File: src/hdl/pat_defs.svh
/*
 * Constants of the PWM auto-reload timer: register offsets, field
 * positions, reset values and counter limits.
 * Assumes inclusion by bare name from the package and the design files.
 */
`ifndef PAT_DEFS_SVH
`define PAT_DEFS_SVH

// register offsets on the plain register port
`define PAT_ADDR_CSR   3'h0
`define PAT_ADDR_CAR   3'h1
`define PAT_ADDR_ARR   3'h2
`define PAT_ADDR_PWMC  3'h3
`define PAT_ADDR_DUTY0 3'h4
`define PAT_ADDR_DUTY1 3'h5
`define PAT_ADDR_DUTY2 3'h6
`define PAT_ADDR_DUTY3 3'h7

// timer_control_status fields
`define PAT_CSR_EXT    7
`define PAT_CSR_DIV_HI 6
`define PAT_CSR_DIV_LO 4
`define PAT_CSR_RUN    3
`define PAT_CSR_FORCE  2
`define PAT_CSR_OIE    1
`define PAT_CSR_OVF    0

// pwm_control fields
`define PAT_PWMC_OE_HI 7
`define PAT_PWMC_OE_LO 4
`define PAT_PWMC_OP_HI 3
`define PAT_PWMC_OP_LO 0

// reset values and counter limits
`define PAT_RST_BYTE   8'h00
`define PAT_RST_DIV    3'h0
`define PAT_RST_PRESC  7'h00
`define PAT_RST_CH     4'h0
`define PAT_CNT_MAX    8'hFF
`define PAT_CNT_STEP   8'h01
`define PAT_PRESC_STEP 7'h01
`define PAT_CHANNELS   4

`endif

File: src/hdl/pat_pkg.sv
/*
 * Types of the PWM auto-reload timer.
 * Assumes pat_defs.svh is on the include path.
 */
`include "pat_defs.svh"

package pat_pkg;

  typedef logic [7:0] pat_byte_type;

  typedef enum logic [2:0] {
    PAT_REG_CSR   = `PAT_ADDR_CSR,
    PAT_REG_CAR   = `PAT_ADDR_CAR,
    PAT_REG_ARR   = `PAT_ADDR_ARR,
    PAT_REG_PWMC  = `PAT_ADDR_PWMC,
    PAT_REG_DUTY0 = `PAT_ADDR_DUTY0,
    PAT_REG_DUTY1 = `PAT_ADDR_DUTY1,
    PAT_REG_DUTY2 = `PAT_ADDR_DUTY2,
    PAT_REG_DUTY3 = `PAT_ADDR_DUTY3
  } pat_reg_type;

endpackage

File: src/hdl/pat_prescaler.sv
/*
 * 7-bit power-of-two prescaler with eight taps.
 * Assumes in_tick marks one input clock period of the selected source
 * and that clear and run come from the timer's control logic.
 */
`timescale 1ns/1ps
`include "pat_defs.svh"

module pat_prescaler (
  input  wire logic       ref_clk,       // system clock
  input  wire logic       rst_n,         // synchronous reset, low
  input  wire logic       in_tick,       // one period of selected input
  input  wire logic       run,           // counting allowed
  input  wire logic       clear,         // software initialisation
  input  wire logic [2:0] div_sel,       // tap select, divide by 2^n
  output logic            tick,          // counter clock event
  output logic [6:0]      value          // prescaler state
);

  logic [6:0] mask;

  // tap n fires when the low n bits are all ones
  always_comb begin
    mask = 7'((8'h01 << div_sel) - 8'h01);
    tick = run && in_tick && ((value & mask) == mask);
  end

  always_ff @(posedge ref_clk) begin
    if (!rst_n) begin
      value <= `PAT_RST_PRESC;
    end else if (clear) begin
      value <= `PAT_RST_PRESC;
    end else if (run && in_tick) begin
      value <= value + `PAT_PRESC_STEP;
    end
  end

endmodule

File: src/hdl/pat_timer.sv
/*
 * PWM auto-reload timer: 8-bit reloading counter, four PWM channels with
 * double-buffered compare values, register port and overflow flag.
 * Assumes a CPU-side master on the plain register port, an external
 * clock pin already synchronous to ref_clk and a halt level from the
 * power controller.
 */
// Contract
// - 8-bit counter steps by one on each prescaler output tick.
// - Counter readable and writable through the access register while running.
// - Overflow reloads counter with reload value; prescaler not touched.
// - Prescaler 7 bits, eight taps, divides by two to the select value.
// - Prescaler input is CPU clock or external clock per select bit.
// - Run-enable clear freezes prescaler and counter; set lets them count.
// - Reset clears counter, prescaler, and selects CPU clock.
// - Forced reload or counter write clears prescaler; no direct prescaler access.
// - Four hidden compare values copied from duty registers at each overflow.
// - Enabled channel pin is driven push-pull with the PWM signal.
// - All channels share period: counter clock over 256 minus reload.
// - At overflow each pin goes to the level chosen by its polarity.
// - On reaching compare value the pin returns to its other level; code flips it only once the counter passes compare.
// - PWM generation stops during halt.
// - Timer interrupt events can wake the system from wait and halt.
// - Overflow sets flag, interrupts if enabled; status read clears flag.
// - Polarity 0: high while counter at or below compare; 1 inverts at once.
// - Force-reload bit acts on write only and reads zero.
// - Select 0 routes CPU clock, select 1 routes external clock.
`timescale 1ns/1ps
`include "pat_defs.svh"

module pat_timer (
  input  wire logic       ref_clk,       // CPU clock, 50 MHz
  input  wire logic       rst_n,         // synchronous reset, low
  input  wire logic [2:0] reg_addr,      // register offset
  input  wire logic [7:0] reg_wdata,     // write data
  input  wire logic       reg_wr,        // write strobe
  input  wire logic       reg_rd,        // read strobe
  output logic      [7:0] reg_rdata,     // read data, cycle after strobe
  input  wire logic       ext_clk_in,    // external prescaler clock
  input  wire logic       halt_mode,     // system in halt
  output logic      [3:0] pwm_output_pin, // PWM levels
  output logic      [3:0] pwm_pin_oe,    // pin driven by timer
  output logic            overflow_irq   // overflow request, also wake
);

  ////////////////////////////////////////////////////////////////////////
  // register state

  logic                 external_clock_select;
  logic [2:0]           counter_divider_select;
  logic                 counter_run_enable;
  logic                 overflow_interrupt_enable;
  logic                 overflow_flag;
  pat_pkg::pat_byte_type auto_reload_value;
  pat_pkg::pat_byte_type counter;
  pat_pkg::pat_byte_type pwm_control;
  pat_pkg::pat_byte_type duty_cycle_value [`PAT_CHANNELS];
  pat_pkg::pat_byte_type compare_value [`PAT_CHANNELS];
  logic                 ext_prev;

  ////////////////////////////////////////////////////////////////////////
  // decode

  pat_pkg::pat_reg_type  reg_sel;
  logic                 csr_wr;
  logic                 csr_rd;
  logic                 car_wr;
  logic                 force_wr;
  logic                 duty_wr;
  logic                 sw_load;

  always_comb begin
    reg_sel  = pat_pkg::pat_reg_type'(reg_addr);
    csr_wr   = reg_wr && (reg_sel == pat_pkg::PAT_REG_CSR);
    csr_rd   = reg_rd && (reg_sel == pat_pkg::PAT_REG_CSR);
    car_wr   = reg_wr && (reg_sel == pat_pkg::PAT_REG_CAR);
    force_wr = csr_wr && reg_wdata[`PAT_CSR_FORCE];
    duty_wr  = reg_wr && reg_addr[2];
    sw_load  = car_wr || force_wr;
  end

  ////////////////////////////////////////////////////////////////////////
  // control register writes

  always_ff @(posedge ref_clk) begin
    if (!rst_n) begin
      external_clock_select     <= 1'b0;
      counter_divider_select    <= `PAT_RST_DIV;
      counter_run_enable        <= 1'b0;
      overflow_interrupt_enable <= 1'b0;
    end else if (csr_wr) begin
      external_clock_select     <= reg_wdata[`PAT_CSR_EXT];
      counter_divider_select    <= reg_wdata[`PAT_CSR_DIV_HI:`PAT_CSR_DIV_LO];
      counter_run_enable        <= reg_wdata[`PAT_CSR_RUN];
      overflow_interrupt_enable <= reg_wdata[`PAT_CSR_OIE];
    end
  end

  always_ff @(posedge ref_clk) begin
    if (!rst_n) begin
      auto_reload_value <= `PAT_RST_BYTE;
    end else if (reg_wr && (reg_sel == pat_pkg::PAT_REG_ARR)) begin
      auto_reload_value <= reg_wdata;
    end
  end

  always_ff @(posedge ref_clk) begin
    if (!rst_n) begin
      pwm_control <= `PAT_RST_BYTE;
    end else if (reg_wr && (reg_sel == pat_pkg::PAT_REG_PWMC)) begin
      pwm_control <= reg_wdata;
    end
  end

  always_ff @(posedge ref_clk) begin
    if (!rst_n) begin
      for (int i = 0; i < `PAT_CHANNELS; i++) begin
        duty_cycle_value[i] <= `PAT_RST_BYTE;
      end
    end else if (duty_wr) begin
      duty_cycle_value[reg_addr[1:0]] <= reg_wdata;
    end
  end

  ////////////////////////////////////////////////////////////////////////
  // input clock selection and prescaler

  logic       ext_edge;
  logic       in_tick;
  logic       run_eff;
  logic       cnt_tick;
  logic [6:0] presc_value;

  // pin is already synchronous, so one stage suffices for the edge
  always_ff @(posedge ref_clk) begin
    if (!rst_n) begin
      ext_prev <= 1'b0;
    end else begin
      ext_prev <= ext_clk_in;
    end
  end

  always_comb begin
    ext_edge = ext_clk_in && !ext_prev;
    in_tick  = external_clock_select ? ext_edge : 1'b1;
    // halt freezes counting; the external clock is not usable there
    run_eff  = counter_run_enable && !halt_mode;
  end

  pat_prescaler u_prescaler (
    .ref_clk (ref_clk),
    .rst_n   (rst_n),
    .in_tick (in_tick),
    .run     (run_eff),
    .clear   (sw_load),
    .div_sel (counter_divider_select),
    .tick    (cnt_tick),
    .value   (presc_value)
  );

  ////////////////////////////////////////////////////////////////////////
  // counter, reload and overflow

  logic overflow_event;

  // a software load wins over a tick in the same cycle
  always_comb begin
    overflow_event = cnt_tick && (counter == `PAT_CNT_MAX) && !sw_load;
  end

  always_ff @(posedge ref_clk) begin
    if (!rst_n) begin
      counter <= `PAT_RST_BYTE;
    end else if (car_wr) begin
      counter <= reg_wdata;
    end else if (force_wr) begin
      counter <= auto_reload_value;
    end else if (overflow_event) begin
      counter <= auto_reload_value;
    end else if (cnt_tick) begin
      counter <= counter + `PAT_CNT_STEP;
    end
  end

  // set wins over the clearing read
  always_ff @(posedge ref_clk) begin
    if (!rst_n) begin
      overflow_flag <= 1'b0;
    end else if (overflow_event) begin
      overflow_flag <= 1'b1;
    end else if (csr_rd) begin
      overflow_flag <= 1'b0;
    end
  end

  // level request doubles as wake source from wait and halt
  always_ff @(posedge ref_clk) begin
    if (!rst_n) begin
      overflow_irq <= 1'b0;
    end else begin
      overflow_irq <= overflow_flag && overflow_interrupt_enable;
    end
  end

  ////////////////////////////////////////////////////////////////////////
  // read port

  pat_pkg::pat_byte_type rd_mux;

  always_comb begin
    case (reg_sel)
      pat_pkg::PAT_REG_CSR: begin
        rd_mux = {external_clock_select, counter_divider_select,
                  counter_run_enable, 1'b0,
                  overflow_interrupt_enable, overflow_flag};
      end
      pat_pkg::PAT_REG_CAR: begin
        rd_mux = counter;
      end
      pat_pkg::PAT_REG_ARR: begin
        rd_mux = auto_reload_value;
      end
      pat_pkg::PAT_REG_PWMC: begin
        rd_mux = pwm_control;
      end
      default: begin
        rd_mux = duty_cycle_value[reg_addr[1:0]];
      end
    endcase
  end

  always_ff @(posedge ref_clk) begin
    if (!rst_n) begin
      reg_rdata <= `PAT_RST_BYTE;
    end else if (reg_rd) begin
      reg_rdata <= rd_mux;
    end else begin
      reg_rdata <= `PAT_RST_BYTE;
    end
  end

  ////////////////////////////////////////////////////////////////////////
  // PWM channels

  logic [3:0] ch_enable;
  logic [3:0] ch_polarity;
  logic [3:0] ch_level;

  always_comb begin
    ch_enable   = pwm_control[`PAT_PWMC_OE_HI:`PAT_PWMC_OE_LO];
    ch_polarity = pwm_control[`PAT_PWMC_OP_HI:`PAT_PWMC_OP_LO];
  end

  genvar ch;
  generate
    for (ch = 0; ch < `PAT_CHANNELS; ch++) begin : g_ch
      // hidden compare copy avoids glitches on live duty changes
      always_ff @(posedge ref_clk) begin
        if (!rst_n) begin
          compare_value[ch] <= `PAT_RST_BYTE;
        end else if (overflow_event) begin
          compare_value[ch] <= duty_cycle_value[ch];
        end
      end

      // reload value lands at or below compare: level set at overflow,
      // flips once the counter passes compare
      always_comb begin
        ch_level[ch] = (counter <= compare_value[ch]) ^ ch_polarity[ch];
      end

      always_ff @(posedge ref_clk) begin
        if (!rst_n) begin
          pwm_output_pin[ch] <= 1'b0;
          pwm_pin_oe[ch]     <= 1'b0;
        end else if (halt_mode) begin
          pwm_output_pin[ch] <= pwm_output_pin[ch];
          pwm_pin_oe[ch]     <= ch_enable[ch];
        end else begin
          pwm_output_pin[ch] <= ch_enable[ch] && ch_level[ch];
          pwm_pin_oe[ch]     <= ch_enable[ch];
        end
      end

    end
  endgenerate
endmodule

File: config.mk
export PLATFORM = sky130hd
export DESIGN_NAME = pat_timer
export DESIGN_NICKNAME = d
export VERILOG_FILES = /design/src/hdl/pat_pkg.sv /design/src/hdl/pat_prescaler.sv /design/src/hdl/pat_timer.sv
export VERILOG_INCLUDE_DIRS = /design/src /design/src/hdl
export SDC_FILE = /design/constraint.sdc
export NUM_CORES = 1
export LEC_CHECK = 0
export BUFFER_PORTS_ARGS = -buffer_cell sky130_fd_sc_hd__buf_4
export CORE_UTILIZATION = 25
export CTS_BUF_LIST = sky130_fd_sc_hd__clkbuf_8 sky130_fd_sc_hd__clkbuf_16
export DETAILED_ROUTE_END_ITERATION = 8
export MAX_ROUTING_LAYER = met4
export PLACE_DENSITY = 0.44
export SLEW_MARGIN = 5
export SYNTH_ARGS = -nofsm -noshare
export SYNTH_HDL_FRONTEND = slang
export SYNTH_SLANG_ARGS = --single-unit
export TNS_END_PERCENT = 20
File: constraint.sdc
create_clock -name ref_clk -period 4.18 [get_ports ref_clk]
set_input_delay 0.627 -clock ref_clk [delete_from_list [all_inputs] [get_ports ref_clk]]
set_output_delay 0.627 -clock ref_clk [all_outputs]
set_load 0.02 [all_outputs]
## Word level (Yosys, flattened, before mapping)

Memory sizes are Yosys's and may differ from the RTL's.
Index checks and enable logic that the tools add are counted.

- Reductions and logical operators: 28
- Muxes and demuxes: 22
- Bitwise gates (word level): 10
- $add $sub $neg: 3
- Shift-type cells: 1
- Order comparisons: 4
- Equal/unequal tests: 5

Operator list:

| operator | number |
|---|---|
| $mux W8 | 9 |
| $le A8 B8 Y1 | 4 |
| $pmux W8 S4 | 1 |
| $logic_and A1 B1 Y1 | 18 |
| $mux W1 | 11 |
| $add A8 B1 Y8 const B | 1 |
| $eq A8 B8 Y1 const B | 1 |
| $reduce_or A8 Y1 | 1 |
| $add A7 B1 Y7 const B | 1 |
| $and A7 B7 Y7 | 1 |
| $eq A7 B7 Y1 | 1 |
| $shl A1 B3 Y7 const A | 1 |
| $sub A7 B1 Y7 const B | 1 |
| $eq A3 B2 Y1 const B | 2 |
| $or A1 B1 Y1 | 4 |
| $reduce_bool A4 Y1 | 1 |
| $xor A1 B1 Y1 | 4 |
| $eq A3 B1 Y1 const B | 1 |
| $logic_not A1 Y1 | 3 |
| $logic_not A3 Y1 | 1 |
| $mux W2 | 1 |
| $reduce_and A2 Y1 | 1 |
| $reduce_bool A2 Y1 | 1 |
| $reduce_or A2 Y1 | 1 |
| other kinds (2) | 2 |

- Flip-flop bits (word level): 56
- Output and inout port bits: 17
- Word-level logic and storage cells: 95
- Bits in writable memories: 64
- Memories: 2

Memories:

| memory | depth | bits a word | rd ports | clocked after memory_dff | wr ports | RTL line | source |
|---|---|---|---|---|---|---|---|
| compare_value | 4 | 8 | 4 | 0 | 4 | pat_timer.sv:58 | `` pat_pkg::pat_byte_type compare_value [`PAT_CHANNELS]; `` |
| duty_cycle_value | 4 | 8 | 5 | 0 | 4 | pat_timer.sv:57 | `` pat_pkg::pat_byte_type duty_cycle_value [`PAT_CHANNELS]; `` |

## Logic depth before layout (Yosys ltp)

- Depth after elaboration: 11
- Gate-level depth with buffers: 8
- Mapped depth without buffers: 8

## By module

A second synthesis with hierarchy kept.

- Cell total of the unflattened synthesis: 552
- Area total of the unflattened synthesis: 5992.0 µm²

Modules (own cells, without submodules):

| module | cells each | times used | area an instance (µm²) | sequential area each (µm²) |
|---|---|---|---|---|
| pat_timer | 509 | 1 | 5641.7 | 2902.8 |
| pat_prescaler | 43 | 1 | 350.3 | 140.1 |

## Worst setup path before layout

Ideal clock, no wire load.

- Path kind: input port to flip-flop
- From: in halt_mode
- To: mem compare_value[0][0] (netlist name), enable pin
- Arrival: 2.247 ns
- Stages on the path: 6
- Setup slack: 1.544 ns
- Buffers on the path: 1
- Data required time: 3.791 ns
- Cell sequence: buf_2 > nand2b_1 > a2111oi_4 > nor3b_4 > nand2_1 > nand2_1

RTL lines:

| item | RTL line | source |
|---|---|---|
| start, declared | pat_timer.sv:40 | `input wire logic halt_mode,` |
| end, declared | pat_timer.sv:58 |  |

==> flow_metrics.env <==
export IMPL_status="completed"
export IMPL_cts_tree="done"
export IMPL_ys_warn_count=0
export IMPL_placed_cell_area_um2=6590
export IMPL_cp_end_kind="register"
export IMPL_report_final_hold_viol_count=0
export IMPL_cellPowerDensity_nw_per_um2=421
export IMPL_avgSynthCellArea_um2=10.6
export IMPL_drive_gt1_frac=0.144
export IMPL_worstSetupPathType="register to register"
export IMPL_die_x_um=157
export IMPL_final_cell_mix="nand2_1 (69), edfxtp_1 (64), dfxtp_1 (56)"
export IMPL_cp_max_fo=33
export IMPL_cts_resized=0
export IMPL_grt_overflow_total=0
export IMPL_clock_root_buffer="clkbuf_16"
export IMPL_period_share=0.632
export IMPL_fmax_mhz=379
export IMPL_ys_seq_elements=120
export IMPL_vias=4227
export IMPL_async_flop_share=0
export IMPL_syn_nets=619
export IMPL_track_usage=0.149
export IMPL_wl_mm=16.5
export IMPL_worstPathArrival_ns=2.92
export IMPL_grt_max_degree=52
export IMPL_startpoint_type="register"
export IMPL_worst_pin_slew_ns=1.11
export IMPL_io_pins=34
export IMPL_yosysSeqAreaShare=0.507
export IMPL_grt_busiest_layer="met2"
export IMPL_rsz0062_at_grt="no"
export IMPL_fin_area_um2=7180
export IMPL_grt_use_met2=0.234
export IMPL_dp_hpwl_mm=12.3
export IMPL_grtUsageMet3=0.0256
export IMPL_max_cap_viol_count=0
export IMPL_finalNonFillerCells=935
export IMPL_finalPower_mw=3.02
export IMPL_finalMaxSlewViolations=0
export IMPL_post_cts_setup_buffers=0
export IMPL_required_ns=4.46
export IMPL_clock_sinks=120
export IMPL_min_path_type="primary input to register"
export IMPL_ant_nets=0
export IMPL_clock_path_buffers=2
export IMPL_synth_top_flop_cell="edfxtp_1"
export IMPL_detail_route_wl_per_cell_um=17.7
export IMPL_clk_pin_slew_ns=0.06
export IMPL_period_needed_ns=2.64
export IMPL_finalWorstSetupSlack_ns=1.54
export IMPL_netlist_area_um2=6000
export IMPL_finClkSkew_ns=0.0132
export IMPL_worst_hold_slack_ns=0.426
export IMPL_synthDistinctLibCells=43
export IMPL_io_buffers=33
export IMPL_post_route_util=0.305
export IMPL_vdd_drop_max_mv=0.273
export IMPL_seqCellArea_um2=3040
export IMPL_grt_pass1_wl_mm=25.5
export IMPL_synthCells=568
export IMPL_dieHeight_um=157
export IMPL_setup_tns_ns=0
export IMPL_htreeDepth=4
export IMPL_nFillCells=2508
export IMPL_p_leak_nw=2.91
export IMPL_dp_cells=903
export IMPL_gp_congestion=0.817
export IMPL_synth_edf_count=64
export IMPL_mostFrequentLayoutCell="nand2_1"
export IMPL_nets=654
export IMPL_setup_violations=0
export IMPL_multi_input_area_um2=2710
export IMPL_core_um2=23500
export IMPL_dp_slack_ns=1.34
export IMPL_grt_pass1_vias=4188
export IMPL_use_met1=0.190
export IMPL_via_per_inst=4.52
export IMPL_syn2layout_area_growth_pct=19.6
export IMPL_dieArea_um2=24600
export IMPL_clk_latency_ns=0.42
export IMPL_firstDrtPassIters=4
export IMPL_relSlewSlack=0.252
export IMPL_synth_top_area_frac=0.320
export IMPL_start_util=0.255
export IMPL_drtIter0Drc=318
export IMPL_antenna_found_initial=0
export IMPL_synth_top_area_cell="edfxtp_1"
export IMPL_n_antenna_cell=0
export IMPL_cts_hold_fix_buffers=0
export IMPL_cts_buffers=17
export IMPL_rows=56
export IMPL_drcViolationCount=0
export IMPL_ys_top_cells_by_area="edfxtp_1 (32%), dfxtp_1 (19%), ha_1 (7.1%)"
power by group:
group,switching [mW],internal (mW)
Sequential,0.0449,1.29
Clock,0.534,0.927
Combinational,0.136,0.0935
Yosys cell counts, types with 2 or more instances:
cell type  count
nand2_1       69
edfxtp_1      64
dfxtp_1       56
nor2_1        51
inv_1         45
and2_1        34
ha_1          34
a21boi_0      23
nand3_1       18
a21oi_1       17
mux4_2        15
o21ai_0       15
clkbuf_1      13
nand2b_1      10
a21o_1         9
mux2i_1        9
xor2_1         9
and3_1         8
buf_2          7
a31oi_1        6
and4_1         6
nand3b_1       6
xnor2_1        6
nand4_1        5
o22ai_1        5
o31ai_1        5
a32oi_1        3
nor2b_1        3
a21oi_2        2
a22oi_1        2
worst max-delay path, stage by stage, from the launching register on:
cell,delay [ns]
dfxtp_1,0.62
and4_1,0.34
nand4_1,0.17
nor3b_4,0.28
and3_1,0.84
and2_1,0.24
per-layer routing:
layer,up-vias,routed length [um]
li1,2067,-
met1,2036,7590
met2,107,7910
met3,17,757
met4,0,255
met5,-,0
state kept, by name, indices dropped and copies added, names as in the netlist:
signal / cells
overflow_irq: 1
u_prescaler.value: 7
ext_prev: 1
pwm_control: 8
duty_cycle_value: 32
overflow_interrupt_enable: 1
counter_run_enable: 1
pwm_pin_oe: 4
auto_reload_value: 8
external_clock_select: 1
reg_rdata: 8
overflow_flag: 1
compare_value: 32
counter: 8
pwm_output_pin: 4
counter_divider_select: 3
path summary, 6_finish.rpt:
| check | start | to | slack [ns] | cells after the start |
|---|---|---|---|---|
| worst min register to register | pwm_output_pin[3]$_SDFFE_PN0N_ | pwm_output_pin[3]$_SDFFE_PN0N_ | 0.48 | 2 |
| worst max-delay path | counter[3]$_SDFFE_PN0P_ | compare_value[0][2]$_SDFFCE_PN0P_ | 1.54 | 5 |
| worst min-delay path | ext_clk_in | ext_prev$_SDFF_PN0_ | 0.43 | 2 |
| worst max register to register | counter[3]$_SDFFE_PN0P_ | compare_value[0][2]$_SDFFCE_PN0P_ | 1.54 | 5 |
cell type report:
cell class              count  share of cell area
repair buffers             37              0.0387
multi-input cells         382               0.377
clock inverters            15              0.0228
well taps                 319              0.0556
clock buffers              17              0.0592
inverters                  45              0.0235
flip-flops and latches    120               0.424
logic make-up (layout without fill, tap and decap cells):
group           count (synthesis)  count (layout)  share of synthesized area
simple gates                  215             215                      0.177
flops                         120             120                      0.507
compound gates                 92              92                      0.105
buf+inv                        66             114                     0.0427
fa+ha+maj                      34              34                     0.0708
mux                            26              26                     0.0756
xor+xnor                       15              15                     0.0219
(Power assumes the default switching activity.)
